$ cat config.mk
export PLATFORM = sky130hd
export DESIGN_NAME = scope_trigger_channel_select
export DESIGN_NICKNAME = d
export VERILOG_FILES = /design/src/scope_pkg.sv /design/src/stream_if.sv /design/src/scope_mem.sv /design/src/scope_fifo.sv /design/src/scope_trigger_channel_select.sv
export VERILOG_INCLUDE_DIRS = /design/src
export SDC_FILE = /design/constraint.sdc
export NUM_CORES = 2
export LEC_CHECK = 0
export BUFFER_PORTS_ARGS = -buffer_cell sky130_fd_sc_hd__buf_2
export CORE_AREA = 10 10 390 392
export CTS_CLUSTER_SIZE = 20
export DETAILED_ROUTE_END_ITERATION = 8
export DIE_AREA = 0 0 400 402
export PLACE_DENSITY = 0.62
export RECOVER_POWER = 50
export SYNTH_ARGS = -nofsm -noshare
export SYNTH_HDL_FRONTEND = slang
export SYNTH_HIERARCHICAL = 1
export SYNTH_SLANG_ARGS = --single-unit
$ cat constraint.sdc
create_clock -name CLK_SYS_IN -period 14.1 [get_ports CLK_SYS_IN]
set_input_delay 2.115 -clock CLK_SYS_IN [delete_from_list [all_inputs] [get_ports CLK_SYS_IN]]
set_output_delay 2.115 -clock CLK_SYS_IN [all_outputs]
set_load 0.01 [all_outputs]
$ cat src/scope_cfg.svh
// scope_cfg.svh: register offsets, field positions, reset values and sizes
// assumes: included by bare name from each design file that needs it
`ifndef SCOPE_CFG_SVH
`define SCOPE_CFG_SVH
`define ADDR_W 12
`define OFS_CTRL 12'h000
`define OFS_LEVEL 12'h004
`define OFS_HYST 12'h008
`define OFS_SRC0 12'h00C
`define OFS_SRC1 12'h010
`define OFS_LIM0 12'h014
`define OFS_LIM1 12'h018
`define OFS_SPAN0 12'h01C
`define OFS_OFFS0 12'h020
`define OFS_SPAN1 12'h024
`define OFS_OFFS1 12'h028
`define OFS_STATUS 12'h02C
`define OFS_STREAM 12'h030
`define CTRL_GATE_EN 0
`define CTRL_GATE_SEL 1
`define CTRL_EDGE 3
`define CTRL_HKIND 5
`define CTRL_RATE 8
`define CTRL_STREN 12
`define CTRL_DROP 14
`define STAT_ARMED 0
`define STAT_GATE 1
`define STAT_OPTION 2
`define STAT_AVAIL 3
`define STAT_OVF 4
`define STREAM_CHAN 16
`define STREAM_VALID 31
`define RST_CTRL 32'h0000_0000
`define RST_LEVEL 16'h0000
`define RST_HYST 32'h0000_0000
`define RST_SRC 8'h00
`define RST_LIM 32'h7FFF_8000
`define SAMPLE_HIGH 16'h7FFF
`define FRAC_SHIFT 8
`define NUM_SRC 67
`define FIFO_DEPTH 8
`define WORD_W 17
`endif

$ cat src/scope_pkg.sv
// scope_pkg: types shared by the scope front-end files
// assumes: nothing outside itself
package scope_pkg;
    typedef logic signed [15:0] sample_t;
    typedef logic [7:0] src_code_t;
    typedef enum logic [1:0] {EDGE_NONE = 2'h0, EDGE_RISE = 2'h1, EDGE_FALL = 2'h2, EDGE_BOTH = 2'h3} edge_t;
    typedef enum logic {ARM_ST = 1'b0, HOLD_ST = 1'b1} arm_state_t;
endpackage : scope_pkg

$ cat src/stream_if.sv
// stream_if: valid/ready word carrier between the top and its fifo
// assumes: one clock shared by both ends
`timescale 1ns/1ns
interface stream_if #(parameter int W = 17);
    logic valid;
    logic ready;
    logic [W-1:0] data;
    modport source(output valid, output data, input ready);
    modport sink(input valid, input data, output ready);
endinterface : stream_if

$ cat src/scope_mem.sv
// scope_mem: small word memory with registered read and write-through
// assumes: one write and one read port on the same clock
`timescale 1ns/1ns
module scope_mem #(parameter int WIDTH = 17, parameter int DEPTH = 8, parameter int AW = 3) (
    input wire logic clk_in,
    input wire logic we_in,
    input wire logic [AW-1:0] waddr_in,
    input wire logic [WIDTH-1:0] wdata_in,
    input wire logic [AW-1:0] raddr_in,
    output logic [WIDTH-1:0] rdata_out
);
    logic [WIDTH-1:0] store [DEPTH];
    // bypass so a word written into an empty fifo shows up one cycle later
    wire bypass = we_in && (waddr_in == raddr_in);

    always_ff @(posedge clk_in) begin
        if (we_in) begin
            store[waddr_in] <= wdata_in;
        end
        rdata_out <= bypass ? wdata_in : store[raddr_in];
    end
endmodule : scope_mem

$ cat src/scope_fifo.sv
// scope_fifo: show-ahead fifo, width and depth set by parameters
// assumes: synchronous active-high reset; depth a power of two
`timescale 1ns/1ns
module scope_fifo #(parameter int WIDTH = 17, parameter int DEPTH = 8) (
    input wire logic clk_in,
    input wire logic rst_in,
    stream_if.sink wr,
    stream_if.source rd
);
    localparam int AW = $clog2(DEPTH);
    logic [AW:0] wptr_q;
    logic [AW:0] rptr_q;
    wire full = (wptr_q[AW] != rptr_q[AW]) && (wptr_q[AW-1:0] == rptr_q[AW-1:0]);
    wire empty = (wptr_q == rptr_q);
    wire push = wr.valid && !full;
    wire pop = rd.valid && rd.ready;
    wire [AW:0] rptr_d = pop ? rptr_q + 1'b1 : rptr_q;

    assign wr.ready = !full;
    assign rd.valid = !empty;

    always_ff @(posedge clk_in) begin
        if (rst_in) begin
            wptr_q <= '0;
            rptr_q <= '0;
        end else begin
            wptr_q <= push ? wptr_q + 1'b1 : wptr_q;
            rptr_q <= rptr_d;
        end
    end

    scope_mem #(.WIDTH(WIDTH), .DEPTH(DEPTH), .AW(AW)) u_mem (
        .clk_in(clk_in),
        .we_in(push),
        .waddr_in(wptr_q[AW-1:0]),
        .wdata_in(wr.data),
        .raddr_in(rptr_d[AW-1:0]),
        .rdata_out(rd.data)
    );
endmodule : scope_fifo

$ cat src/scope_trigger_channel_select.sv
// scope_trigger_channel_select: trigger gating and hysteresis, two channel source muxes,
// averaging or decimation, per-channel streaming through a fifo read over APB
// assumes: sources are synchronous to CLK_SYS_IN and qualified by SAMPLE_VALID_IN;
// trigger pins and the option strap are asynchronous
// Notes on behaviour
// - gating on with digitizer option: trigger only at qualifying level
// - gate select: in3 high/low, in4 high/low
// - rearm only after leaving level by hysteresis
// - hysteresis kind: absolute or fraction of span
// - fraction is 8.8 fixed, above one allowed
// - reduced rate: zero averages, one decimates
// - codes 0-9: inputs, triggers, aux ports
// - codes 16-71: demodulator x, y, r, phase
// - loop value, shift, error codes
// - boxcar, cartesian and polar arithmetic codes
// - waveform markers and triggers codes
// - per-channel streaming enable, independent of trigger
// - readable stream register, needs digitizer option
// - per-channel floor and ceiling limits
// - report span and offset per channel
// - edge select: none, rising, falling, both
`timescale 1ns/1ns
`include "scope_cfg.svh"
module scope_trigger_channel_select (
    input wire logic CLK_SYS_IN,
    input wire logic SYS_RST_IN,
    input wire logic [`ADDR_W-1:0] PADDR_IN,
    input wire logic PSEL_IN,
    input wire logic PENABLE_IN,
    input wire logic PWRITE_IN,
    input wire logic [31:0] PWDATA_IN,
    input wire logic [3:0] PSTRB_IN,
    output logic [31:0] PRDATA_OUT,
    output logic PREADY_OUT,
    output logic PSLVERR_OUT,
    input wire logic SAMPLE_VALID_IN,
    input wire logic [31:0] SIGIN_IN,
    input wire logic [3:0] TRIG_PIN_IN,
    input wire logic [63:0] AUXOUT_IN,
    input wire logic [31:0] AUXIN_IN,
    input wire logic [127:0] DEMOD_X_IN,
    input wire logic [127:0] DEMOD_Y_IN,
    input wire logic [127:0] DEMOD_R_IN,
    input wire logic [127:0] DEMOD_PHASE_IN,
    input wire logic [63:0] LOOP_VALUE_IN,
    input wire logic [63:0] LOOP_SHIFT_IN,
    input wire logic [63:0] LOOP_ERROR_IN,
    input wire logic [31:0] BOXCAR_IN,
    input wire logic [31:0] ARITH_CART_IN,
    input wire logic [15:0] ARITH_POLAR_IN,
    input wire logic [3:0] AWG_MARKER_IN,
    input wire logic [3:0] AWG_TRIG_IN,
    input wire logic DIGITIZER_OPTION_IN,
    output logic TRIG_OUT,
    output logic TRIG_ARMED_OUT
);
    // {known, needs option, dense index}
    function automatic logic [8:0] src_lookup(input logic [7:0] c);
        logic [3:0] lim;
        logic [6:0] base;
        logic ok;
        lim = 4'h0;
        base = 7'h00;
        ok = 1'b1;
        case (c[7:4])
            4'h0: begin lim = 4'h9; base = 7'h00; end
            4'h1: begin lim = 4'h7; base = 7'h0A; end
            4'h2: begin lim = 4'h7; base = 7'h12; end
            4'h3: begin lim = 4'h7; base = 7'h1A; end
            4'h4: begin lim = 4'h7; base = 7'h22; end
            4'h5: begin lim = 4'h3; base = 7'h2A; end
            4'h6: begin lim = 4'h1; base = 7'h2E; end
            4'h7: begin lim = 4'h1; base = 7'h30; end
            4'h8: begin lim = 4'h0; base = 7'h32; end
            4'h9: begin lim = 4'h3; base = 7'h33; end
            4'hB: begin lim = 4'h3; base = 7'h37; end
            4'hC: begin lim = 4'h3; base = 7'h3B; end
            4'hD: begin lim = 4'h3; base = 7'h3F; end
            // reserved and unlisted codes select nothing and read zero
            default: begin ok = 1'b0; end
        endcase
        ok = ok && (c[3:0] <= lim);
        src_lookup = {ok, (c[7:4] != 4'h0) || (c[3:2] == 2'b01), 7'(base + {3'h0, c[3:0]})};
    endfunction : src_lookup

    function automatic logic [31:0] strb_merge(input logic [31:0] old, input logic [31:0] wd, input logic [3:0] s);
        logic [31:0] m;
        m = {{8{s[3]}}, {8{s[2]}}, {8{s[1]}}, {8{s[0]}}};
        strb_merge = (old & ~m) | (wd & m);
    endfunction : strb_merge

    // pin synchronisers; first stage is read only by the second
    logic [4:0] pin_m_q;
    logic [4:0] pin_s_q;
    always_ff @(posedge CLK_SYS_IN) begin
        pin_m_q <= {DIGITIZER_OPTION_IN, TRIG_PIN_IN};
        pin_s_q <= pin_m_q;
    end
    wire [3:0] trig_s = pin_s_q[3:0];
    wire option = pin_s_q[4];

    // registers
    logic [31:0] ctrl_q;
    logic [15:0] level_q;
    logic [31:0] hyst_q;
    logic [7:0] code_q [2];
    logic [31:0] lim_q [2];
    logic ovf_q;
    logic [31:0] prdata_q;
    logic err_q;

    wire setup = PSEL_IN && !PENABLE_IN;
    wire access = PSEL_IN && PENABLE_IN;
    wire wr_en = access && PWRITE_IN;
    wire gate_en = ctrl_q[`CTRL_GATE_EN];
    wire [1:0] gate_sel = ctrl_q[`CTRL_GATE_SEL +: 2];
    wire scope_pkg::edge_t edge_sel = scope_pkg::edge_t'(ctrl_q[`CTRL_EDGE +: 2]);
    wire hyst_kind = ctrl_q[`CTRL_HKIND];
    wire [3:0] rate = ctrl_q[`CTRL_RATE +: 4];
    wire [15:0] hyst_volts = hyst_q[15:0];
    wire [15:0] hyst_fraction = hyst_q[31:16];

    // source table, dense order matches src_lookup
    scope_pkg::sample_t src [`NUM_SRC];
    genvar i;
    generate
        for (i = 0; i < 2; i++) begin : g_two
            assign src[i] = SIGIN_IN[16*i +: 16];
            assign src[2+i] = trig_s[i] ? `SAMPLE_HIGH : 16'h0000;
            assign src[8+i] = AUXIN_IN[16*i +: 16];
            assign src[46+i] = BOXCAR_IN[16*i +: 16];
            assign src[48+i] = ARITH_CART_IN[16*i +: 16];
        end
        for (i = 0; i < 4; i++) begin : g_four
            assign src[4+i] = AUXOUT_IN[16*i +: 16];
            assign src[42+i] = LOOP_VALUE_IN[16*i +: 16];
            assign src[51+i] = LOOP_SHIFT_IN[16*i +: 16];
            assign src[55+i] = AWG_MARKER_IN[i] ? `SAMPLE_HIGH : 16'h0000;
            assign src[59+i] = AWG_TRIG_IN[i] ? `SAMPLE_HIGH : 16'h0000;
            assign src[63+i] = LOOP_ERROR_IN[16*i +: 16];
        end
        for (i = 0; i < 8; i++) begin : g_eight
            assign src[10+i] = DEMOD_X_IN[16*i +: 16];
            assign src[18+i] = DEMOD_Y_IN[16*i +: 16];
            assign src[26+i] = DEMOD_R_IN[16*i +: 16];
            assign src[34+i] = DEMOD_PHASE_IN[16*i +: 16];
        end
    endgenerate
    assign src[50] = ARITH_POLAR_IN;

    // span and offset from the configured limits
    logic signed [16:0] span [2];
    logic signed [15:0] offs [2];
    scope_pkg::sample_t raw [2];
    scope_pkg::sample_t out_q [2];
    logic signed [31:0] acc_q [2];
    logic pend_q [2];
    logic taken [2];
    logic ovf_hit [2];
    logic [14:0] cnt_q;
    wire [14:0] cnt_last = 15'((16'h0001 << rate) - 16'h0001);
    wire emit = SAMPLE_VALID_IN && (cnt_q == cnt_last);

    generate
        for (i = 0; i < 2; i++) begin : g_ch
            wire signed [16:0] fl = {lim_q[i][15], lim_q[i][15:0]};
            wire signed [16:0] cl = {lim_q[i][31], lim_q[i][31:16]};
            wire signed [16:0] sum2 = fl + cl;
            assign span[i] = cl - fl;
            assign offs[i] = sum2[16:1];
            wire [8:0] sel = src_lookup(code_q[i]);
            // option-only sources read zero without the digitizer option
            assign raw[i] = (sel[8] && (!sel[7] || option)) ? src[sel[6:0]] : 16'h0000;
            wire signed [31:0] sum = acc_q[i] + {{16{raw[i][15]}}, raw[i]};
            wire signed [31:0] mean = sum >>> rate;
            wire drop = ctrl_q[`CTRL_DROP+i];
            wire push_req = emit && ctrl_q[`CTRL_STREN+i] && option;
            assign ovf_hit[i] = push_req && pend_q[i] && !taken[i];
            always_ff @(posedge CLK_SYS_IN) begin
                if (SYS_RST_IN) begin
                    acc_q[i] <= 32'h0000_0000;
                    out_q[i] <= 16'h0000;
                    pend_q[i] <= 1'b0;
                end else begin
                    if (SAMPLE_VALID_IN) begin
                        acc_q[i] <= emit ? 32'h0000_0000 : sum;
                    end
                    if (emit) begin
                        out_q[i] <= drop ? raw[i] : mean[15:0];
                    end
                    // a new word wins over the push that takes the old one
                    pend_q[i] <= push_req || (pend_q[i] && !taken[i]);
                end
            end
        end
    endgenerate

    always_ff @(posedge CLK_SYS_IN) begin
        if (SYS_RST_IN) begin
            cnt_q <= 15'h0000;
        end else if (SAMPLE_VALID_IN) begin
            cnt_q <= emit ? 15'h0000 : cnt_q + 15'h0001;
        end
    end

    // stream fifo; a full fifo stalls the pending words
    stream_if #(.W(`WORD_W)) wr_s ();
    stream_if #(.W(`WORD_W)) rd_s ();
    wire push_ch = !pend_q[0];
    assign wr_s.valid = pend_q[0] || pend_q[1];
    assign wr_s.data = {push_ch, push_ch ? out_q[1] : out_q[0]};
    assign taken[0] = wr_s.valid && wr_s.ready && !push_ch;
    assign taken[1] = wr_s.valid && wr_s.ready && push_ch;

    scope_fifo #(.WIDTH(`WORD_W), .DEPTH(`FIFO_DEPTH)) u_fifo (
        .clk_in(CLK_SYS_IN),
        .rst_in(SYS_RST_IN),
        .wr(wr_s),
        .rd(rd_s)
    );
    assign rd_s.ready = access && !PWRITE_IN && (PADDR_IN == `OFS_STREAM);

    // trigger on channel 0's selected sample
    scope_pkg::arm_state_t arm_q;
    logic prev_above_q;
    logic trig_q;
    wire scope_pkg::sample_t cur = raw[0];
    wire above = cur >= $signed(level_q);
    wire [16:0] span_pos = span[0][16] ? 17'h00000 : span[0];
    wire [32:0] prod = hyst_fraction * span_pos;
    wire [24:0] rel = prod[32:`FRAC_SHIFT];
    wire [16:0] rel_sat = (|rel[24:17]) ? 17'h1FFFF : rel[16:0];
    wire [16:0] hyst_amt = hyst_kind ? rel_sat : {1'b0, hyst_volts};
    wire signed [18:0] lvl19 = {{3{level_q[15]}}, level_q};
    wire signed [18:0] cur19 = {{3{cur[15]}}, cur};
    wire signed [18:0] lo_th = lvl19 - $signed({2'b00, hyst_amt});
    wire signed [18:0] hi_th = lvl19 + $signed({2'b00, hyst_amt});
    wire rise_hit = above && !prev_above_q;
    wire fall_hit = !above && prev_above_q;
    // edge selection fixes both the trigger edge and the hysteresis sign
    wire edge_hit = (edge_sel == scope_pkg::EDGE_RISE) ? rise_hit :
                    (edge_sel == scope_pkg::EDGE_FALL) ? fall_hit :
                    (edge_sel == scope_pkg::EDGE_BOTH) ? (rise_hit || fall_hit) : 1'b0;
    wire rearm = (edge_sel == scope_pkg::EDGE_RISE) ? (cur19 <= lo_th) :
                 (edge_sel == scope_pkg::EDGE_FALL) ? (cur19 >= hi_th) :
                 (edge_sel == scope_pkg::EDGE_BOTH) ? (cur19 <= lo_th || cur19 >= hi_th) : 1'b1;
    wire gate_lvl = trig_s[{1'b1, gate_sel[1]}] ^ gate_sel[0];
    // gating needs the digitizer option; without it triggers pass ungated
    wire gate_open = !(gate_en && option) || gate_lvl;
    wire fire = SAMPLE_VALID_IN && (arm_q == scope_pkg::ARM_ST) && edge_hit && gate_open;
    wire hyst_off = (hyst_amt == 17'h00000);

    always_ff @(posedge CLK_SYS_IN) begin
        if (SYS_RST_IN) begin
            arm_q <= scope_pkg::ARM_ST;
            prev_above_q <= 1'b0;
            trig_q <= 1'b0;
        end else begin
            trig_q <= fire;
            prev_above_q <= SAMPLE_VALID_IN ? above : prev_above_q;
            case (arm_q)
                scope_pkg::ARM_ST: arm_q <= (fire && !hyst_off) ? scope_pkg::HOLD_ST : scope_pkg::ARM_ST;
                scope_pkg::HOLD_ST: arm_q <= (SAMPLE_VALID_IN && rearm) ? scope_pkg::ARM_ST : scope_pkg::HOLD_ST;
                default: arm_q <= scope_pkg::ARM_ST;
            endcase
        end
    end
    assign TRIG_OUT = trig_q;
    assign TRIG_ARMED_OUT = (arm_q == scope_pkg::ARM_ST);

    // register writes
    wire hit_ctrl = PADDR_IN == `OFS_CTRL;
    wire hit_status = PADDR_IN == `OFS_STATUS;
    wire [31:0] level_wr = strb_merge({16'h0000, level_q}, PWDATA_IN, PSTRB_IN);
    wire [31:0] status = {27'h000_0000, ovf_q, rd_s.valid, option, gate_open, TRIG_ARMED_OUT};
    always_ff @(posedge CLK_SYS_IN) begin
        if (SYS_RST_IN) begin
            ctrl_q <= `RST_CTRL;
            level_q <= `RST_LEVEL;
            hyst_q <= `RST_HYST;
            code_q[0] <= `RST_SRC;
            code_q[1] <= `RST_SRC;
            lim_q[0] <= `RST_LIM;
            lim_q[1] <= `RST_LIM;
        end else if (wr_en) begin
            ctrl_q <= hit_ctrl ? strb_merge(ctrl_q, PWDATA_IN, PSTRB_IN) : ctrl_q;
            level_q <= (PADDR_IN == `OFS_LEVEL) ? level_wr[15:0] : level_q;
            hyst_q <= (PADDR_IN == `OFS_HYST) ? strb_merge(hyst_q, PWDATA_IN, PSTRB_IN) : hyst_q;
            code_q[0] <= ((PADDR_IN == `OFS_SRC0) && PSTRB_IN[0]) ? PWDATA_IN[7:0] : code_q[0];
            code_q[1] <= ((PADDR_IN == `OFS_SRC1) && PSTRB_IN[0]) ? PWDATA_IN[7:0] : code_q[1];
            lim_q[0] <= (PADDR_IN == `OFS_LIM0) ? strb_merge(lim_q[0], PWDATA_IN, PSTRB_IN) : lim_q[0];
            lim_q[1] <= (PADDR_IN == `OFS_LIM1) ? strb_merge(lim_q[1], PWDATA_IN, PSTRB_IN) : lim_q[1];
        end
    end

    // overflow is sticky, write one to clear; a new loss wins over the clear
    wire ovf_clr = wr_en && hit_status && PSTRB_IN[0] && PWDATA_IN[`STAT_OVF];
    always_ff @(posedge CLK_SYS_IN) begin
        if (SYS_RST_IN) begin
            ovf_q <= 1'b0;
        end else begin
            ovf_q <= ovf_hit[0] || ovf_hit[1] || (ovf_q && !ovf_clr);
        end
    end

    // read data is captured in the setup cycle so it comes from a flip-flop
    // an empty fifo reads as zero rather than the stale word left in its read register
    wire [31:0] stream_word = rd_s.valid ? {1'b1, 14'h0000, rd_s.data} : 32'h0000_0000;
    wire [31:0] rd_mux =
        hit_ctrl ? ctrl_q :
        (PADDR_IN == `OFS_LEVEL) ? {16'h0000, level_q} :
        (PADDR_IN == `OFS_HYST) ? hyst_q :
        (PADDR_IN == `OFS_SRC0) ? {24'h00_0000, code_q[0]} :
        (PADDR_IN == `OFS_SRC1) ? {24'h00_0000, code_q[1]} :
        (PADDR_IN == `OFS_LIM0) ? lim_q[0] :
        (PADDR_IN == `OFS_LIM1) ? lim_q[1] :
        (PADDR_IN == `OFS_SPAN0) ? {{15{span[0][16]}}, span[0]} :
        (PADDR_IN == `OFS_OFFS0) ? {{16{offs[0][15]}}, offs[0]} :
        (PADDR_IN == `OFS_SPAN1) ? {{15{span[1][16]}}, span[1]} :
        (PADDR_IN == `OFS_OFFS1) ? {{16{offs[1][15]}}, offs[1]} :
        hit_status ? status :
        (PADDR_IN == `OFS_STREAM) ? stream_word : 32'h0000_0000;
    wire mapped = (PADDR_IN[1:0] == 2'b00) && (PADDR_IN <= `OFS_STREAM);

    always_ff @(posedge CLK_SYS_IN) begin
        if (SYS_RST_IN) begin
            prdata_q <= 32'h0000_0000;
            err_q <= 1'b0;
        end else if (setup) begin
            prdata_q <= rd_mux;
            err_q <= !mapped;
        end
    end
    assign PRDATA_OUT = prdata_q;
    assign PREADY_OUT = 1'b1;
    assign PSLVERR_OUT = access && err_q;
endmodule : scope_trigger_channel_select

**After elaboration in Yosys (flattened, before gate mapping)**

Memories as Yosys holds them, arrays and structs flattened. A register that Yosys moved wholly into a read port is not among the register bits.
Index checks and enable logic that the tools add are counted.
Widths: inputs -> output; s select.

- Register bits after elaboration: 150
- Memory bits (writable): 314
- Bits of input ports: 979
- Output and inout bits: 36
- Word-level logic and storage cells: 293
- Memories: 6

Memories:

| memory | depth | bits a word | read ports | clocked after memory_dff | wr ports | line | RTL |
|---|---|---|---|---|---|---|---|
| u_fifo.u_mem.store | 8 | 17 | 1 | 1 | 1 | scope_mem.sv:12 | `logic [WIDTH-1:0] store [DEPTH];` |
| acc_q | 2 | 32 | 2 | 0 | 2 | scope_trigger_channel_select.sv:156 | `logic signed [31:0] acc_q [2];` |
| lim_q | 2 | 32 | 2 | 0 | 2 | scope_trigger_channel_select.sv:107 | `logic [31:0] lim_q [2];` |
| out_q | 2 | 16 | 2 | 0 | 2 | scope_trigger_channel_select.sv:155 | `scope_pkg::sample_t out_q [2];` |
| code_q | 2 | 8 | 2 | 0 | 2 | scope_trigger_channel_select.sv:106 | `logic [7:0] code_q [2];` |
| pend_q | 2 | 1 | 2 | 0 | 2 | scope_trigger_channel_select.sv:157 | `logic pend_q [2];` |

- $add $sub $neg: 14
- Multipliers: 1
- $lt $le $gt $ge: 9
- Equal/unequal tests: 45
- Shift operators: 3
- Multiplexer cells: 87
- Bitwise gates (word level): 26
- Reduce and logical (&&, ||, !) cells: 87

Operators with widths:

| operator | count |
|---|---|
| $mux 32 | 22 |
| $bmux 16 s7 | 2 |
| $mux 16 | 12 |
| $mux 15 | 11 |
| $and 32x32->32 | 5 |
| $pmux 6 s12 | 2 |
| $or 32x32->32 | 4 |
| $add 32x32->32 | 2 |
| $sshr 32x4->16 | 2 |
| $eq 12x6->1 const B | 5 |
| $eq 12x5->1 const B | 4 |
| $logic_and 1x1->1 | 41 |
| $eq 4x4->1 const B | 10 |
| $add 16x16->17 | 2 |
| $mux 17 | 2 |
| $sub 16x16->17 | 2 |
| $eq 4x3->1 const B | 8 |
| $mul 16x16->32 | 1 |
| $mux 8 | 4 |
| $not 32->32 | 1 |
| $pmux 4 s4 | 2 |
| $mux 1 | 28 |
| $reduce_or 13->1 | 2 |
| $eq 12x4->1 const B | 2 |
| other kinds (43) | 96 |

**Longest topological paths before layout**

An unclocked memory read counts as a cell.

- Depth in word-level cells: 21
- Depth in mapped cells: 61
- Depth with buffers taken out: 58

**Hierarchy**

The synthesis kept the hierarchy.

Modules (own cells, without submodules):

| module | instances | cells each | area an instance (µm²) | seq. area each (µm²) |
|---|---|---|---|---|
| scope_trigger_channel_select | 1 | 5837 | 51464.4 | 8107.8 |
| scope_mem | 1 | 213 | 5318.9 | 4144.0 |
| scope_fifo | 1 | 65 | 636.9 | 160.2 |

**Worst setup path after synthesis**

OpenSTA, ideal clock, no wires.

- Kind: flip-flop to flip-flop
- From: mem lim_q[0][0]
- To: reg arm_q
- Library setup time: 125 ps
- Arrival: 12440 ps
- Data required time: 13975 ps
- Slack: 1535 ps
- Stages on the path, launching flop included: 58
- Buffers on the path: 5
- Period minus slack after synthesis: 12565 ps
- Cells stage by stage: edfxtp_1 ha_1 fa_1 nand2b_1 a21oi_1 o211ai_2 and3_1 clkbuf_1 clkbuf_1 nor2_1 clkbuf_1 nand2_1 fa_1 inv_1 fa_1 inv_1 fa_1 inv_1 [22 not listed] a21oi_1 nor2b_1 o21ai_0 a21oi_1 o21ai_0 o21ai_0 o221ai_1 xnor2_1 ha_1 nor3b_1 o21ai_0 nand3_1 nor2_1 o21ai_0 nand3_1 o2111a_1 o2111a_1 a31oi_1

RTL lines:

| item | line | RTL |
|---|---|---|
| start: declaration | scope_trigger_channel_select.sv:107 |  |
| end signal: assignment | scope_trigger_channel_select.sv:255 | `arm_q <= scope_pkg::ARM_ST;` |
| end signal: assignment | scope_trigger_channel_select.sv:262 | `scope_pkg::ARM_ST: arm_q <= (fire && !hyst_off) ? scope_pkg::HOLD_ST : scope_pkg::ARM_ST;` |
| end signal: assignment | scope_trigger_channel_select.sv:263 | `scope_pkg::HOLD_ST: arm_q <= (SAMPLE_VALID_IN && rearm) ? scope_pkg::ARM_ST : scope_pkg::HOLD_ST;` |
| end: declaration | scope_trigger_channel_select.sv:224 | `scope_pkg::arm_state_t arm_q;` |

==> metrics.md <==
| Metric | Value |
|---|---|
| Final Net Count | `around 8,400` |
| R2r setup slk | `between 0.6 and 0.7 ns` |
| Mean routed wirelength per cell | `37.51 um` |
| Hold Path Origin | `pin_m_q[1]` |
| Dpl hpwl | `278.7 mm` |
| Main combinational cell family by area after synthesis | `multiplexers` |
| Worst Hold Path EP | `pin_s_q[1]` |
| Peak VDD IR | `0.08972 mV` |
| Worst-path fanout max | `12` |
| Register area share after synthesis | `between 20% and 30%` |
| WP data arrival | `13.98 ns` |
| Area delta synth->final | `16.68%` |
| RR Endpoint | `arm_q` |
| Antenna Violating Nets Remaining | `0` |
| Async set or reset register ratio after synthesis | `0%` |
| Synth cell types | `95` |
| Yosys top cell area share | `between 10% and 20%` |
| Pwr/cell area | `93.64 nW/um2` |
| Slew margin rel. | `-196.3%` |
| Top sig layer | `met5` |
| Status | `finished with violations` |
| Buffers added on ports | `1,013` |
| Die area | `160,800 um2` |
| First-pass DRT Iterations | `6` |
| Initial Utilization | `39.73%` |
| DR vias | `58,983` |
| Worst Hold Class | `flop to flop` |
| Final hold viol count | `0` |
| Final Cycle Share | `95.23%` |
| Clock tree sinks | `465` |
| Clk slew on worst S/H paths | `0.07 ns` |
| Placed cells | `8,762` |
| Core Region | `144,500 um2` |
| Vias/cell | `6.487` |
| Xor-xnor portion of the synthesized cell area | `3.133%` |
| Failing checks | `capacitance limit, slew limit` |
| CTS buffer count | `52` |
| Metal3 WL | `about 38 mm` |
| CP max-delay cell | `or4_1` |
| Compound-Gate Fraction of Synth Area | `between 15 and 20%` |
| Yosys warnings | `6` |
| Max stage delay on crit path | `0.57 ns` |
| DRT iter0 DRCs | `7,476` |
| Flops & latches, synth | `465` |
| Number of global-route vias before repair | `~56,000` |
| Final slew viol count | `roughly 320` |
| Most frequent cells in the layout | `982 x buf_2, 640 x nand2_1, 491 x a21oi_1` |
| Min Tclk post-route | `13.43 ns` |
| Total Neg Setup Slack | `0 ns` |
| Worst r2r path cells | `51` |
| Most used cell, CP | `fa_1` |
| Number of H-tree levels | `2` |
| First-pass GRT wire length | `463.1 mm` |
| Commonest non-fill, non-tap cell in the layout | `buf_2` |
| Synth Area in Simple Gates | `15.17%` |
| DRC viols | `0` |
| Clk_lat worst skew | `0.65 ns` |
| Post-synthesis adder-cell area fraction | `14.44%` |
| Worst slew pin tran | `4.445 ns` |
| FMAX | `0.07447 GHz` |
| Total Routing Usage GR | `40.89%` |
| Startpoint type of the worst setup path | `flop` |
| Post-synthesis average cell area | `9.390 um2` |
| Critical Path RT | `14.65 ns` |
| R2r startpoint | `lim_q[0][0]` |
| Site Rows | `140` |
| Initial antenna violation count | `~250` |
| Synthesized netlist cell count | `6,115` |
| # setup viols final | `0` |
| Count of flip-flops with a built-in enable after synthesis | `310` |
| Placed cell area | `64,640 um2` |
| Area leader, netlist | `mux4_2` |
| CTS root buf | `clkbuf_16` |
| Clk buf depth | `3` |
| Post-synthesis net count | `7,635` |
| WL met2 | `approximately 150 mm` |
| CP endpoint kind | `flop` |
| Fin cells | `slightly above 9,000` |
| Share of cells above drive strength 1 | `about a quarter` |
| Routability congestion estimate | `1.088` |
| Ports | `about 1,000` |
| Main synth FF type | `edfxtp_1` |
| Mux cell area share after synthesis | `23.26%` |
| TritonCTS clock tree | `built` |
| DRT Wirelength | `341.0 mm` |
| Die Ht | `402 um` |
| Width of the die | `around 400 um` |
| Metal-1 WL | `117.7 mm` |
| Mapped Area | `roughly 57,000 um2` |
| Cts hold-fix bufs | `0` |
| Synth top area cells | `mux4_2 17%, edfxtp_1 16%, ha_1 7.4%` |
| GRT overflow | `0` |
| Setup Crit Path Kind | `flop to flop` |
| Design Area, Final | `approximately 67,000 um2` |
| Max_cap viols | `12` |
| Leakage power | `about 0.028 uW` |
| Hold depth | `0` |
| Largest net degree at the start of global routing | `around 110` |
| Clock skew | `0.02720 ns` |
routing by layer:
metal | up-vias | track usage [%]
met2 | 4140 | 61.65
met3 | 1083 | 14.46
met4 | 90 | 33.93
met1 | 29103 | 46.17
li1 | 24567 | -
met5 | - | 0.1815
stage by stage:
stage                     setup WS [ns]  hold WS, ns  utilization, %  total power [uW]
after floorplan                   1.535       0.3096               -              3412
after global routing           -0.04076       0.3357           46.24              6422
final                            0.6720       0.3221           46.36              6274
after detailed placement         0.3711       0.3150           44.73              4686
after CTS                        0.3029       0.3280           45.97              6137
after global placement           0.6138       0.3127           44.73              4666
worst max-delay path by stage:
stage,start,depth (start not counted),slack (ns),to
global route,lim_q[0][0],51,-0.04,arm_q
floorplan,lim_q[0][0],57,1.53,arm_q
detailed placement,lim_q[0][1],55,0.37,arm_q
global placement,lim_q[0][0],49,0.61,arm_q
CTS,lim_q[0][1],55,0.30,arm_q
finish,lim_q[0][0],51,0.67,arm_q
area by class of cell:
class | count | area [um2]
Antenna cell | 228 | 570.5
Clock buffer | 67 | 1483
Clock inverter | 31 | 315.3
Fill cell | 14279 | 77520
Inverter | 425 | 1595
Multi-Input combinational cell | 4794 | 42010
Sequential cell | 465 | 12420
Tap cell | 1917 | 2399
Timing Repair Buffer | 1165 | 6212
cells in the mapped netlist, drive strengths merged (71+ instances only):
cell    count
a211oi     78
a21oi     491
and2      158
buf       125
clkbuf    306
dfxtp     155
edfxtp    310
fa        203
ha        338
inv       420
mux2       85
mux2i     189
mux4      462
nand2     642
nand3      84
nor2      431
nor2b     134
nor3       99
o21ai     298
xnor2     131
xor2       71
critical path: cells and delay by family (launching register included):
kind	cells	cell delay, ns
AOI/OAI and AO/OA	19	3.59
xor gates and xnor gates	2	0.29
adders and majority gates	11	4.86
buffers and inverters	5	0.58
DFF	1	0.47
muxes	1	0.09
and+or+nand+nor	13	3.46
timing repair:
action,in CTS,in global routing
setup endpoints to repair,0,1
setup buffers,0,3
resized for setup,0,22
cells by family after synthesis:
| group | Yosys count |
|---|---|
| simple gates | 1840 |
| compound gates | 1474 |
| buf+inv | 856 |
| mux | 736 |
| fa+ha+maj | 541 |
| flops | 465 |
| xor+xnor | 202 |
| other cells | 1 |
power breakdown:
part	switching (uW)	internal (uW)	total [uW]
clock	640	825	1460
combinational	2060	1210	3260
sequential	35.4	1510	1550
total	2730	3540	6270
Power figures use the tool's default switching activity.
